<file path="config.mk">
export PLATFORM = sky130hd
export DESIGN_NAME = cms_msg_storage
export DESIGN_NICKNAME = d
export VERILOG_FILES = /design/src/hw/cms_pkg.sv /design/src/hw/cms_sched_if.sv /design/src/hw/cms_msg_storage.sv /design/src/hw/cms_tx_sched.sv
export SDC_FILE = /design/constraint.sdc
export NUM_CORES = 2
export LEC_CHECK = 0
export BUFFER_PORTS_ARGS = -buffer_cell sky130_fd_sc_hd__buf_2
export CAP_MARGIN = 20
export CELL_PAD_IN_SITES_DETAIL_PLACEMENT = 2
export CELL_PAD_IN_SITES_GLOBAL_PLACEMENT = 2
export CORE_MARGIN = 3
export CORE_UTILIZATION = 44
export DETAILED_ROUTE_END_ITERATION = 8
export PLACE_DENSITY = 0.79
export RECOVER_POWER = 50
export SYNTH_ARGS = -nofsm -noshare
export SYNTH_HDL_FRONTEND = slang
export SYNTH_SLANG_ARGS = --single-unit
</file>
<file path="constraint.sdc">
create_clock -name clock_i -period 12.6 [get_ports clock_i]
set_input_delay 1.26 -clock clock_i [delete_from_list [all_inputs] [get_ports clock_i]]
set_output_delay 1.26 -clock clock_i [all_outputs]
set_load 0.01 [all_outputs]
</file>
<file path="src/hw/cms_pkg.sv">
// Purpose: shared constants and types of the CAN message storage block
// Assumes: 32-bit APB, one word per register, byte data in the low lanes
// Notes:   window byte index is paddr[5:2]

package cms_pkg;

   // ****************************************************
   // sizes
   // ****************************************************
   localparam int CMS_NUM_TX = 3;
   localparam int CMS_TX_MSG_BYTES = 13;
   localparam int CMS_TX_BYTES = 14;
   localparam int CMS_RX_BYTES = 15;
   localparam logic [2:0] CMS_FIFO_DEPTH = 3'h5;

   typedef logic [7:0] cms_byte_t;
   typedef logic [15:0] cms_stamp_t;

   // ****************************************************
   // register byte addresses
   // ****************************************************
   localparam logic [7:0] CMS_ADDR_CTRL = 8'h00;
   localparam logic [7:0] CMS_ADDR_TX_FLAG = 8'h04;
   localparam logic [7:0] CMS_ADDR_TX_SEL = 8'h08;
   localparam logic [7:0] CMS_ADDR_ABORT_REQ = 8'h0C;
   localparam logic [7:0] CMS_ADDR_ABORT_ACK = 8'h10;
   localparam logic [7:0] CMS_ADDR_RX_FLAG = 8'h14;
   localparam logic [7:0] CMS_ADDR_IRQ_EN = 8'h18;
   localparam logic [7:0] CMS_ADDR_TIMER = 8'h1C;
   localparam logic [1:0] CMS_WIN_TX = 2'h1;
   localparam logic [1:0] CMS_WIN_RX = 2'h2;

   // ****************************************************
   // byte positions inside the windows
   // ****************************************************
   localparam logic [3:0] CMS_TXW_LOCAL_PRIORITY = 4'hD;
   localparam logic [3:0] CMS_TXW_STAMP_HI = 4'hE;
   localparam logic [3:0] CMS_TXW_STAMP_LO = 4'hF;
   localparam logic [3:0] CMS_RXW_STAMP_HI = 4'hD;
   localparam logic [3:0] CMS_RXW_STAMP_LO = 4'hE;

   // ****************************************************
   // field positions and reset values
   // ****************************************************
   localparam int CMS_CTRL_INIT = 0;
   localparam int CMS_CTRL_TIME = 1;
   localparam int CMS_CTRL_LOOP = 2;
   localparam int CMS_IE_TX = 0;
   localparam int CMS_IE_RX = 1;
   localparam int CMS_IE_OVR = 2;
   localparam int CMS_RXF_FULL = 0;
   localparam int CMS_RXF_OVR = 1;
   localparam logic [2:0] CMS_CTRL_RST = 3'h1;
   localparam logic [2:0] CMS_TX_EMPTY_RST = 3'h7;
   localparam logic [2:0] CMS_IE_RST = 3'h0;

endpackage : cms_pkg

</file>
<file path="src/hw/cms_sched_if.sv">
// Purpose: carrier between the storage core and the transmit scheduler
// Assumes: three transmit buffers
// Notes:   purely combinational signals

interface cms_sched_if;
   logic [2:0] pending;
   logic [2:0][7:0] local_priority;
   logic [1:0] win;
   logic win_valid;

   modport sched (input pending, input local_priority, output win, output win_valid);
   modport core (output pending, output local_priority, input win, input win_valid);
endinterface : cms_sched_if

</file>
<file path="src/hw/cms_msg_storage.sv">
// Purpose: transmit buffers, receive FIFO and time stamps of a CAN controller
// Assumes: protocol engine on clock_i drives the engine ports; zero-latency bit tick
// Notes:   APB slave answers with one wait state

module cms_msg_storage (
   // clock and reset
   input wire logic clock_i,
   input wire logic rst_n_i,
   // apb slave
   input wire logic psel_i,
   input wire logic penable_i,
   input wire logic pwrite_i,
   input wire logic [7:0] paddr_i,
   input wire logic [31:0] pwdata_i,
   output logic [31:0] prdata_o,
   output logic pready_o,
   output logic pslverr_o,
   // bit timing
   input wire logic bit_tick_i,
   // transmit engine
   input wire logic tx_sof_i,
   input wire logic tx_ok_i,
   input wire logic tx_fail_i,
   input wire logic [3:0] tx_rd_addr_i,
   output logic tx_req_o,
   output logic [1:0] tx_idx_o,
   output logic [7:0] tx_rd_data_o,
   // receive engine
   input wire logic rx_we_i,
   input wire logic [3:0] rx_addr_i,
   input wire logic [7:0] rx_data_i,
   input wire logic rx_ack_i,
   input wire logic rx_done_i,
   input wire logic rx_accept_i,
   input wire logic rx_own_i,
   output logic ack_allow_o,
   // interrupts
   output logic tx_irq_o,
   output logic rx_irq_o,
   output logic err_irq_o
);
   import cms_pkg::*;

   // ****************************************************
   // helpers
   // ****************************************************
   function automatic logic [1:0] oh_idx(input logic [2:0] oh);
      return oh[0] ? 2'h0 : (oh[1] ? 2'h1 : 2'h2);
   endfunction

   function automatic logic [2:0] ptr_inc(input logic [2:0] p);
      return (p == CMS_FIFO_DEPTH - 3'h1) ? 3'h0 : p + 3'h1;
   endfunction

   // ****************************************************
   // state
   // ****************************************************
   logic pready_q, pslverr_q;
   logic [31:0] prdata_q, rd_val;
   logic [2:0] ctrl_q, ie_q;
   logic [2:0] tx_empty_q, tx_sel_q, abort_q, abort_ack_q;
   logic tx_busy_q;
   logic [1:0] tx_active_q;
   cms_stamp_t timer_q;
   cms_byte_t tx_mem [CMS_NUM_TX][CMS_TX_BYTES];
   cms_stamp_t tx_stamp [CMS_NUM_TX];
   cms_byte_t bg_mem [CMS_RX_BYTES];
   cms_byte_t fifo_mem [CMS_FIFO_DEPTH][CMS_RX_BYTES];
   logic [2:0] rd_ptr_q, wr_ptr_q, count_q;
   logic ovr_q;
   logic [7:0] tx_rd_q;
   logic tx_req_q, ack_allow_q, tx_irq_q, rx_irq_q, err_irq_q;

   cms_sched_if sif ();

   // ****************************************************
   // apb decode
   // ****************************************************
   wire acc_start = psel_i & penable_i & ~pready_q;
   wire do_wr = psel_i & penable_i & pready_q & pwrite_i & ~pslverr_q;
   wire [3:0] widx = paddr_i[5:2];
   wire in_txw = (paddr_i[7:6] == CMS_WIN_TX);
   wire in_rxw = (paddr_i[7:6] == CMS_WIN_RX) & (widx < 4'(CMS_RX_BYTES));
   wire hit_ctrl = (paddr_i == CMS_ADDR_CTRL);
   wire hit_txflag = (paddr_i == CMS_ADDR_TX_FLAG);
   wire hit_txsel = (paddr_i == CMS_ADDR_TX_SEL);
   wire hit_abrq = (paddr_i == CMS_ADDR_ABORT_REQ);
   wire hit_abak = (paddr_i == CMS_ADDR_ABORT_ACK);
   wire hit_rxflag = (paddr_i == CMS_ADDR_RX_FLAG);
   wire hit_ie = (paddr_i == CMS_ADDR_IRQ_EN);
   wire hit_timer = (paddr_i == CMS_ADDR_TIMER);
   wire mapped = hit_ctrl | hit_txflag | hit_txsel | hit_abrq | hit_abak | hit_rxflag
                 | hit_ie | hit_timer | in_txw | in_rxw;
   wire [1:0] sel_idx = oh_idx(tx_sel_q);
   // window open only on a selected empty buffer
   wire sel_ok = |(tx_sel_q & tx_empty_q);
   wire tx_win_wr = do_wr & in_txw & sel_ok & (widx <= CMS_TXW_LOCAL_PRIORITY);
   wire init_mode = ctrl_q[CMS_CTRL_INIT];
   wire time_en = ctrl_q[CMS_CTRL_TIME];
   wire loop_en = ctrl_q[CMS_CTRL_LOOP];
   wire [2:0] clr_empty = (do_wr & hit_txflag) ? pwdata_i[2:0] : 3'h0;
   wire [2:0] sel_cand = pwdata_i[2:0] & tx_empty_q;
   wire [2:0] sel_low = sel_cand & (~sel_cand + 3'h1);
   wire rx_full = (count_q != 3'h0);
   wire [15:0] act_stamp = tx_stamp[sel_idx];
   wire [15:0] fg_stamp = {fifo_mem[rd_ptr_q][CMS_RXW_STAMP_HI],
                           fifo_mem[rd_ptr_q][CMS_RXW_STAMP_LO]};

   always_comb begin
      rd_val = 32'h0;
      if (hit_ctrl) rd_val[2:0] = ctrl_q;
      if (hit_txflag) rd_val[2:0] = tx_empty_q;
      if (hit_txsel) rd_val[2:0] = tx_sel_q;
      if (hit_abrq) rd_val[2:0] = abort_q;
      if (hit_abak) rd_val[2:0] = abort_ack_q;
      if (hit_rxflag) rd_val[1:0] = {ovr_q, rx_full};
      if (hit_ie) rd_val[2:0] = ie_q;
      if (hit_timer) rd_val[15:0] = timer_q;
      // stamp readable once the selected buffer is empty
      if (in_txw && sel_ok) begin
         if (widx == CMS_TXW_STAMP_HI) rd_val[7:0] = act_stamp[15:8];
         else if (widx == CMS_TXW_STAMP_LO) rd_val[7:0] = act_stamp[7:0];
         else rd_val[7:0] = tx_mem[sel_idx][widx];
      end
      // only the foreground entry is visible
      if (in_rxw && rx_full) rd_val[7:0] = fifo_mem[rd_ptr_q][widx];
   end

   always_ff @(posedge clock_i) begin
      if (!rst_n_i) begin
         pready_q <= 1'h0;
         pslverr_q <= 1'h0;
         prdata_q <= 32'h0;
      end else begin
         pready_q <= acc_start;
         pslverr_q <= acc_start & ~mapped;
         prdata_q <= (acc_start & ~pwrite_i) ? rd_val : 32'h0;
      end
   end

   // ****************************************************
   // control registers
   // ****************************************************
   always_ff @(posedge clock_i) begin
      if (!rst_n_i) begin
         ctrl_q <= CMS_CTRL_RST;
         ie_q <= CMS_IE_RST;
         tx_sel_q <= 3'h0;
      end else begin
         if (do_wr && hit_ctrl) ctrl_q <= pwdata_i[2:0];
         if (do_wr && hit_ie) ie_q <= pwdata_i[2:0];
         // lowest requested empty buffer is mapped
         if (do_wr && hit_txsel) tx_sel_q <= sel_low;
      end
   end

   // ****************************************************
   // stamp timer
   // ****************************************************
   always_ff @(posedge clock_i) begin
      if (!rst_n_i) begin
         timer_q <= 16'h0;
      end else if (init_mode) begin
         timer_q <= 16'h0;
      end else if (bit_tick_i) begin
         timer_q <= timer_q + 16'h1;
      end
   end

   // ****************************************************
   // transmit buffers
   // ****************************************************
   // empty and abort-requested buffers stay out of arbitration
   assign sif.pending = ~tx_empty_q & ~abort_q;
   always_comb begin
      for (int i = 0; i < CMS_NUM_TX; i++) begin
         sif.local_priority[i] = tx_mem[i][CMS_TXW_LOCAL_PRIORITY];
      end
   end

   cms_tx_sched u_sched (
      .s(sif.sched)
   );

   for (genvar g = 0; g < CMS_NUM_TX; g++) begin : g_tx
      wire on_air = tx_busy_q & (tx_active_q == 2'(g));
      wire sent = tx_ok_i & on_air;
      // frames on the bus cannot be aborted
      wire grant = abort_q[g] & ~tx_empty_q[g] & ~on_air;
      always_ff @(posedge clock_i) begin
         if (!rst_n_i) begin
            tx_empty_q[g] <= CMS_TX_EMPTY_RST[g];
            abort_q[g] <= 1'h0;
            abort_ack_q[g] <= 1'h0;
            tx_stamp[g] <= 16'h0;
         end else begin
            // hardware set wins over software clear
            if (sent || grant) tx_empty_q[g] <= 1'h1;
            else if (clr_empty[g]) tx_empty_q[g] <= 1'h0;
            if (grant) abort_ack_q[g] <= 1'h1;
            else if (sent || clr_empty[g]) abort_ack_q[g] <= 1'h0;
            if (sent || grant) abort_q[g] <= 1'h0;
            else if (do_wr && hit_abrq && pwdata_i[g]) abort_q[g] <= 1'h1;
            // stamp at acknowledge; both bytes at once
            if (sent && time_en) tx_stamp[g] <= timer_q;
         end
      end
   end

   // message bytes plus priority byte per buffer
   always_ff @(posedge clock_i) begin
      if (tx_win_wr) tx_mem[sel_idx][widx] <= pwdata_i[7:0];
   end

   always_ff @(posedge clock_i) begin
      if (!rst_n_i || init_mode) begin
         tx_busy_q <= 1'h0;
         tx_active_q <= 2'h0;
      end else if (tx_busy_q) begin
         // lost arbitration ends the attempt, engine keeps receiving
         if (tx_ok_i || tx_fail_i) tx_busy_q <= 1'h0;
      end else if (tx_sof_i && sif.win_valid) begin
         // rearbitrated before every SOF, also after errors
         tx_busy_q <= 1'h1;
         tx_active_q <= sif.win;
      end
   end

   // ****************************************************
   // receive path
   // ****************************************************
   // own frames only queued in loopback; loopback path
   wire take = rx_done_i & rx_accept_i & (~rx_own_i | loop_en) & ~init_mode;
   wire pop = do_wr & hit_rxflag & pwdata_i[CMS_RXF_FULL] & rx_full;
   // a stage freed in the same cycle still accepts
   wire push = take & ((count_q != CMS_FIFO_DEPTH) | pop);
   wire ovr_evt = take & ~push;

   // engine writes the background buffer at any time
   always_ff @(posedge clock_i) begin
      if (rx_we_i && rx_addr_i < 4'(CMS_TX_MSG_BYTES)) bg_mem[rx_addr_i] <= rx_data_i;
      if (rx_ack_i && time_en) begin
         bg_mem[CMS_RXW_STAMP_HI] <= timer_q[15:8];
         bg_mem[CMS_RXW_STAMP_LO] <= timer_q[7:0];
      end
   end

   // whole fifteen-byte entry moves at once
   always_ff @(posedge clock_i) begin
      if (push) fifo_mem[wr_ptr_q] <= bg_mem;
   end

   always_ff @(posedge clock_i) begin
      if (!rst_n_i) begin
         rd_ptr_q <= 3'h0;
         wr_ptr_q <= 3'h0;
         count_q <= 3'h0;
         ovr_q <= 1'h0;
      end else begin
         // queued frame sets the full flag; rejects never pushed
         if (push) wr_ptr_q <= ptr_inc(wr_ptr_q);
         // software clear releases the foreground; next takes over
         if (pop) rd_ptr_q <= ptr_inc(rd_ptr_q);
         if (push && !pop) count_q <= count_q + 3'h1;
         else if (pop && !push) count_q <= count_q - 3'h1;
         if (ovr_evt) ovr_q <= 1'h1;
         else if (do_wr && hit_rxflag && pwdata_i[CMS_RXF_OVR]) ovr_q <= 1'h0;
      end
   end

   // ****************************************************
   // registered outputs
   // ****************************************************
   always_ff @(posedge clock_i) begin
      if (!rst_n_i) begin
         tx_req_q <= 1'h0;
         ack_allow_q <= 1'h1;
         tx_rd_q <= 8'h0;
         tx_irq_q <= 1'h0;
         rx_irq_q <= 1'h0;
         err_irq_q <= 1'h0;
      end else begin
         tx_req_q <= sif.win_valid & ~tx_busy_q & ~init_mode;
         // no acknowledge of own frame unless loopback
         ack_allow_q <= ~(tx_busy_q & ~loop_en);
         tx_rd_q <= (tx_rd_addr_i < 4'(CMS_TX_MSG_BYTES)) ? tx_mem[tx_active_q][tx_rd_addr_i]
                                                          : 8'h0;
         // interrupt while any empty flag stands
         tx_irq_q <= ie_q[CMS_IE_TX] & (|tx_empty_q);
         rx_irq_q <= ie_q[CMS_IE_RX] & rx_full;
         err_irq_q <= ie_q[CMS_IE_OVR] & ovr_q;
      end
   end

   assign prdata_o = prdata_q;
   assign pready_o = pready_q;
   assign pslverr_o = pslverr_q;
   assign tx_req_o = tx_req_q;
   assign tx_idx_o = tx_active_q;
   assign tx_rd_data_o = tx_rd_q;
   assign ack_allow_o = ack_allow_q;
   assign tx_irq_o = tx_irq_q;
   assign rx_irq_o = rx_irq_q;
   assign err_irq_o = err_irq_q;
endmodule // cms_msg_storage

</file>
<file path="src/hw/cms_tx_sched.sv">
// Purpose: picks the pending transmit buffer with the smallest local priority
// Assumes: pending already excludes empty and abort-requested buffers
// Notes:   strict less-than keeps the lower index on a tie

module cms_tx_sched (
   // scheduler side of the carrier
   cms_sched_if.sched s
);
   import cms_pkg::*;

   // ****************************************************
   // selection
   // ****************************************************
   function automatic logic [2:0] pick(input logic [2:0] pend, input logic [2:0][7:0] pr);
      logic found;
      logic [1:0] best;
      logic [7:0] best_p;
      found = 1'h0;
      best = 2'h0;
      best_p = 8'hFF;
      for (int i = 0; i < CMS_NUM_TX; i++) begin
         if (pend[i] && (!found || pr[i] < best_p)) begin
            found = 1'h1;
            best = 2'(i);
            best_p = pr[i];
         end
      end
      return {found, best};
   endfunction

   assign {s.win_valid, s.win} = pick(s.pending, s.local_priority);

endmodule // cms_tx_sched

</file>
=== Word-level counts from Yosys, hierarchy flattened ===
Memory sizes are Yosys's and may differ from the RTL's. A register that Yosys moved wholly into a read port is not among the register bits.
Index checks and enable logic that the tools add are counted.

* Memories: 3
* Input port bits: 70
* Flip-flop bits (word level): 214
* RAM bits: 984

* Magnitude comparators: 11
* Bitwise logic cells: 79
* Reduce and logical (&&, ||, !) cells: 57
* $add $sub $neg: 6
* Multiplexer cells: 74
* Equal/unequal tests: 16

{| class="wikitable"
|+ Memories
! memory !! words !! width !! read ports !! clocked after memory_dff !! write ports !! RTL line !! RTL
|-
| fifo_mem || 5 || 120 || 1 || 1 || 1 || cms_msg_storage.sv:68 || <nowiki>cms_byte_t fifo_mem [CMS_FIFO_DEPTH][CMS_RX_BYTES];</nowiki>
|-
| tx_mem || 3 || 112 || 5 || 1 || 1 || cms_msg_storage.sv:65 || <nowiki>cms_byte_t tx_mem [CMS_NUM_TX][CMS_TX_BYTES];</nowiki>
|-
| tx_stamp || 3 || 16 || 1 || 0 || 3 || cms_msg_storage.sv:66 || <nowiki>cms_stamp_t tx_stamp [CMS_NUM_TX];</nowiki>
|}

{| class="wikitable"
|+ Operators by type and width
! cell !! count
|-
| bitwise mux 120 bit || 1
|-
| 2-to-1 mux 8 bit || 15
|-
| 2-to-1 mux 112 bit || 1
|-
| binary-select mux 8 bit (select 4 bit) || 3
|-
| 2-to-1 mux 16 bit || 5
|-
| demux 8 bit (select 4 bit) || 2
|-
| 2-to-1 mux 3 bit || 13
|-
| AND 1 bit || 38
|-
| equality test 8 x 5 -> 1 bit (second input constant) || 4
|-
| 2-to-1 mux 1 bit || 28
|-
| logical AND 1 bit || 23
|-
| NOT 1 bit || 17
|-
| adder 16 x 1 -> 16 bit (second input constant) || 1
|-
| equality test 8 x 4 -> 1 bit (second input constant) || 2
|-
| < comparator 8 bit || 2
|-
| greater-or-equal comparator 5 bit (second input constant) || 3
|-
| NOT 4 -> 5 bit || 3
|-
| bitwise OR 1 bit || 14
|-
| adder 3 x 1 -> 3 bit (second input constant) || 4
|-
| AND 3 bit || 4
|-
| < comparator 4 bit (second input constant) || 3
|-
| 2-to-1 mux 2 bit || 6
|-
| nonzero test 2 bit || 6
|-
| logical OR 1 bit || 10
|-
| other kinds (18) || 35
|}

=== Longest topological paths before layout ===
* Depth in word-level cells: 15
* Mapped depth: 19
* Depth with buffers taken out: 16

=== Cells and area by module ===
From an unflattened synthesis, not the netlist that was laid out.

* Cells, all modules: 2,850
* Area, all modules: 53,747.8 sq um

{| class="wikitable"
|+ Modules (own cells, without submodules)
! module !! area an instance (sq um) !! seq. area each (sq um) !! cells an instance !! instances
|-
| cms_msg_storage || 53,206.0 || 38,176.6 || 2,779 || 1
|-
| cms_tx_sched || 541.8 || 0.0 || 71 || 1
|}

=== Worst setup path after synthesis ===
Ideal clock, no wire load.

* Kind: input to register
* Start: in paddr_i[6]
* End: mem fifo_mem[4][0] in the netlist's numbering (enable)
* Slack: 0.437 ns
* Arrival: 11.392 ns
* Cell stages on the path: 8
* Required time: 11.829 ns
* Path through: or4_4 -> nor2_4 -> nand4_4 -> and4b_1 -> nand2b_1 -> inv_2 -> nand2_1 -> nor3b_1

* Longest elaborated chain between the ends: 8

{| class="wikitable"
|+ Ends and longest elaborated chain
! element !! RTL line !! RTL
|-
| start: declaration || cms_msg_storage.sv:13 || <nowiki>input wire logic [7:0] paddr_i,</nowiki>
|-
| equality test 8 x 5 -> 1 bit || cms_msg_storage.sv:89 || <nowiki>wire hit_rxflag = (paddr_i == CMS_ADDR_RX_FLAG);</nowiki>
|-
| AND 1 bit (3 in a row) || cms_msg_storage.sv:234 || <nowiki>wire pop = do_wr & hit_rxflag & pwdata_i[CMS_RXF_FULL] & rx_full;</nowiki>
|-
| bitwise OR 1 bit || cms_msg_storage.sv:236 || <nowiki>wire push = take & ((count_q != CMS_FIFO_DEPTH) | pop);</nowiki>
|-
| AND 1 bit || cms_msg_storage.sv:236 ||
|-
| net push || cms_msg_storage.sv:236 ||
|-
| 2-to-1 mux 1 bit || cms_msg_storage.sv:250 || <nowiki>if (push) fifo_mem[wr_ptr_q] <= bg_mem;</nowiki>
|-
| 2-to-1 mux 1 bit (implied by the code) || cms_msg_storage.sv:250 ||
|-
| end: declaration || cms_msg_storage.sv:68 ||
|}

The timed path passes the listed nets, and every way through them passes these cells.

=== Final worst setup path ===
* Start: in paddr_i[2]
* End: mem fifo_mem[4][117] in the netlist's numbering (enable)

Same word-level chain as after synthesis.

==> flow_metrics.tcl <==
set metrics [dict create \
    outcome "finished with violations" \
    violations "max-capacitance violations, max-slew violations" \
    synth-seq-cells 1299 \
    fin_ws_ns 7.35 \
    final_nets 3217 \
    pwr-share-clk_pct 45.5 \
    cts_sinks 1299 \
    slew_headroom_pct -117 \
    synth_edf_count 1216 \
    crit_top_cell "buf_4" \
    power.density_mw_per_mm2 151 \
    dp_hpwl_um 109000 \
    grt_pass1_wl_um 258000 \
    final_core_util_pct 50.6 \
    cts_buffers 138 \
    placed_area_mm2 0.0562 \
    crit_path_end_kind "flip-flop" \
    p_switching_mw 2.05 \
    ys_warn_count 0 \
    drtIter0Drc 3556 \
    skew_ns 0.0328 \
    maxCapViolCount 10 \
    grt_start_max_net_pins 121 \
    drtAntennaViolNets 0 \
    min_period_ns 5.25 \
    seq_power_share_pct 51.7 \
    die_area_mm2 0.126 \
    synthCells 2880 \
    dpl_worst_slack_ns 6.47 \
    crit_path_top_delay_cell "buf_4" \
    cts_root_buf "clkbuf_16" \
    ir_worst_vdd_uv 155 \
    insertion_delay_ns 0.78 \
    first_global_vias 33200 \
    dp.cells 4581 \
    start_kind "primary input" \
    fin_cells 4850 \
    worstMarginPinSlew_ns 3.26 \
    setup_tns_ns 0 \
    fp.dieW_um 355 \
    p_int_mw 7.15 \
    final_area_mm2 0.0609 \
    synthArstFlopShare_pct 0 \
    avgViaCountPerCell 6.32 \
    crit_chain "buf_4 -> nor2b_2 -> buf_4 -> nand4_4 -> and4b_1 -> nand2b_1 -> inv_2 -> nand2_1 -> nor3b_2 -> buf_4 -> buf_4 -> buf_16" \
    comb_power_share_pct 2.8 \
    period_share_pct 41.6 \
    setup_violations 0 \
    worstPathRequired_ns 13.00 \
    drc 0 \
    static-leakage-power_nw 19.2 \
    max_freq_mhz 191 \
    wl_per_cell_um 37.1 \
    syn-cell-area_mm2 0.0535 \
    synth_top_area_share_pct 68.2 \
    cpPeakStageDelay_ns 0.71 \
    hp-class "reg2reg" \
    ctsHoldBuffers 0 \
    drt-total-wl_um 180000 \
    layout-drive-gt1-share_pct 24.4 \
    drt-pass1-iter-count 6 \
    synth.avg_cell_area_um2 18.6 \
    rsz0062_at_grt "no" \
    grtUsageTotal_pct 28.7 \
    clock_path_buffers 3 \
    hold_slack_ns 0.501 \
    gp_congestion 0.828 \
    core-area_mm2 0.120 \
    initial_core_util_pct 44.5 \
    ys_seq_area_share_pct 71.3 \
    die_h_um 355 \
    synth_flop_cell "edfxtp_1" \
    htreeDepth 4 \
    postCtsResizedCells 0 \
    areaGrowthSynthToFinish_pct 13.8 \
    cts_tree "built" \
    overflow 0 \
    drv_slew 490 \
    critical_path_arrival_ns 5.65 \
    hold_viol_final 0 \
    crit_type "in2reg" \
    synthTopCellsByArea "edfxtp_1 68%, mux4_2 14%, dfxtp_1 3.1%" \
    via_count 30600 \
    synth_cell_types 74 \
    clkTransAtPathRegs_ns 0.06 \
    boundaryPins 119 \
    switching_share_pct 22.3 \
    numPortBuffers 78 \
    synth_top_area_cell "edfxtp_1" \
    postCtsSetupBuffers 0 \
    power_mw 9.21 \
    antenna_found_initial 8 \
    num_rows 127 \
    cp_max_fo 59 \
]
==> worst paths after layout <==
kind / cells after the start / slack (ns) / from / to
worst min-delay path: 1 / 0.50 / ie_q[0] / tx_irq_o
worst min register to register: 1 / 0.50 / ie_q[0] / tx_irq_o
worst max-delay path: 12 / 7.35 / paddr_i[2] / fifo_mem[4][117]
worst max register to register: 12 / 8.14 / pready_o / fifo_mem[4][117]
==> per-layer routing <==
| layer | up-vias | track usage [%] | routed length [um] | share of wire, % |
|---|---|---|---|---|
| li1 | 12100 | - | - | - |
| met1 | 16700 | 36.0 | 67500 | 37 |
| met2 | 1521 | 50.4 | 94200 | 52 |
| met3 | 369 | 4.18 | 11300 | 6.3 |
| met4 | 4 | 11.1 | 7080 | 3.9 |
| met5 | - | 0 | 23 | 0.013 |
==> cells in the mapped netlist, types with 10 or more instances <==
cell,instances
a22oi_1,20
mux2i_1,115
dfxtp_1,83
a21boi_0,12
inv_1,24
nor2b_1,24
a21oi_1,59
nand2b_1,23
o22ai_1,25
nor2_1,97
edfxtp_1,1216
a211oi_1,24
nor3_1,64
ha_1,20
and3_1,14
clkbuf_1,74
nand2_1,155
buf_2,54
mux4_2,342
buf_1,16
xor2_1,12
o211ai_1,21
nand3_1,26
and2_1,56
nand4_1,10
o31ai_1,10
mux2_2,40
o21ai_0,102
buf_4,41
==> critical path, delay by kind of cell <==
kind	cells	cell delay, ns
buf+inv	6	2.61
simple gates	6	1.59
==> final cells by class <==
| type | count | area (um2) |
|---|---|---|
| clock buffers | 162 | 3660 |
| repair buffers | 171 | 1210 |
| clock inverters | 86 | 876 |
| flip-flops and latches | 1299 | 38200 |
| diodes | 4 | 10.0 |
| multi-input cells | 1489 | 14800 |
| well taps | 1612 | 2020 |
| inverters | 27 | 101 |
| fillers | 10500 | 59400 |
==> sequential cells by signal (all words and copies together), names as in the netlist, 2 cells and up, named ones only <==
name	cells
abort_ack_q	3
abort_q	3
bg_mem	120
count_q	3
ctrl_q	3
fifo_mem	600
ie_q	3
prdata_o	16
rd_ptr_q	3
timer_q	16
tx_empty_q	3
tx_idx_o	2
tx_mem	448
tx_rd_data_o	8
tx_sel_q	3
tx_stamp	48
wr_ptr_q	3
==> logic make-up (layout without fill, tap and decap cells) <==
family                   count (synthesis)  count (layout)  synth area share (%)
AO/OA/AOI/OAI                          322             322                  3.79
XOR/XNOR                                16              16                 0.262
adder cells (fa/ha/maj)                 21              21                 0.505
buffers and inverters                  219             446                  2.05
flip-flops                            1299            1299                  71.3
multiplexers                           497             497                  17.4
other                                    1             132               0.00701
AND/OR/NAND/NOR                        505             505                  4.65
==> power by group through the flow <==
| stage | sequential, mW | combinational (mW) | clock [mW] |
|---|---|---|---|
| 6_report | 4.76 | 0.256 | 4.19 |
| 5_1_grt | 4.77 | 0.266 | 4.39 |
| 4_1_cts | 4.76 | 0.251 | 4.23 |
| 3_5_place_dp | 4.85 | 0.247 | 0 |
| 3_3_place_gp | 4.84 | 0.234 | 0 |
| 2_1_floorplan | 4.84 | 0.123 | 0 |
==> cells in the final DEF, fill, tap and decap left out, types with 21 or more instances in the layout <==
| cell | n |
|---|---|
| mux2_2 | 40 |
| nand2b_1 | 23 |
| nor3_2 | 22 |
| edfxtp_1 | 1216 |
| clkbuf_16 | 142 |
| a21oi_1 | 59 |
| o22ai_1 | 25 |
| a211oi_1 | 24 |
| nor3_1 | 43 |
| clkbuf_1 | 45 |
| dfxtp_1 | 77 |
| and2_1 | 53 |
| nor2b_1 | 23 |
| conb_1 | 128 |
| o21ai_0 | 100 |
| mux2i_1 | 115 |
| clkinv_2 | 28 |
| nand3_1 | 26 |
| nand2_1 | 155 |
| o211ai_1 | 21 |
| nor2_1 | 90 |
| inv_1 | 23 |
| buf_4 | 65 |
| buf_2 | 60 |
| mux4_2 | 342 |
(Power assumes the default switching activity.)
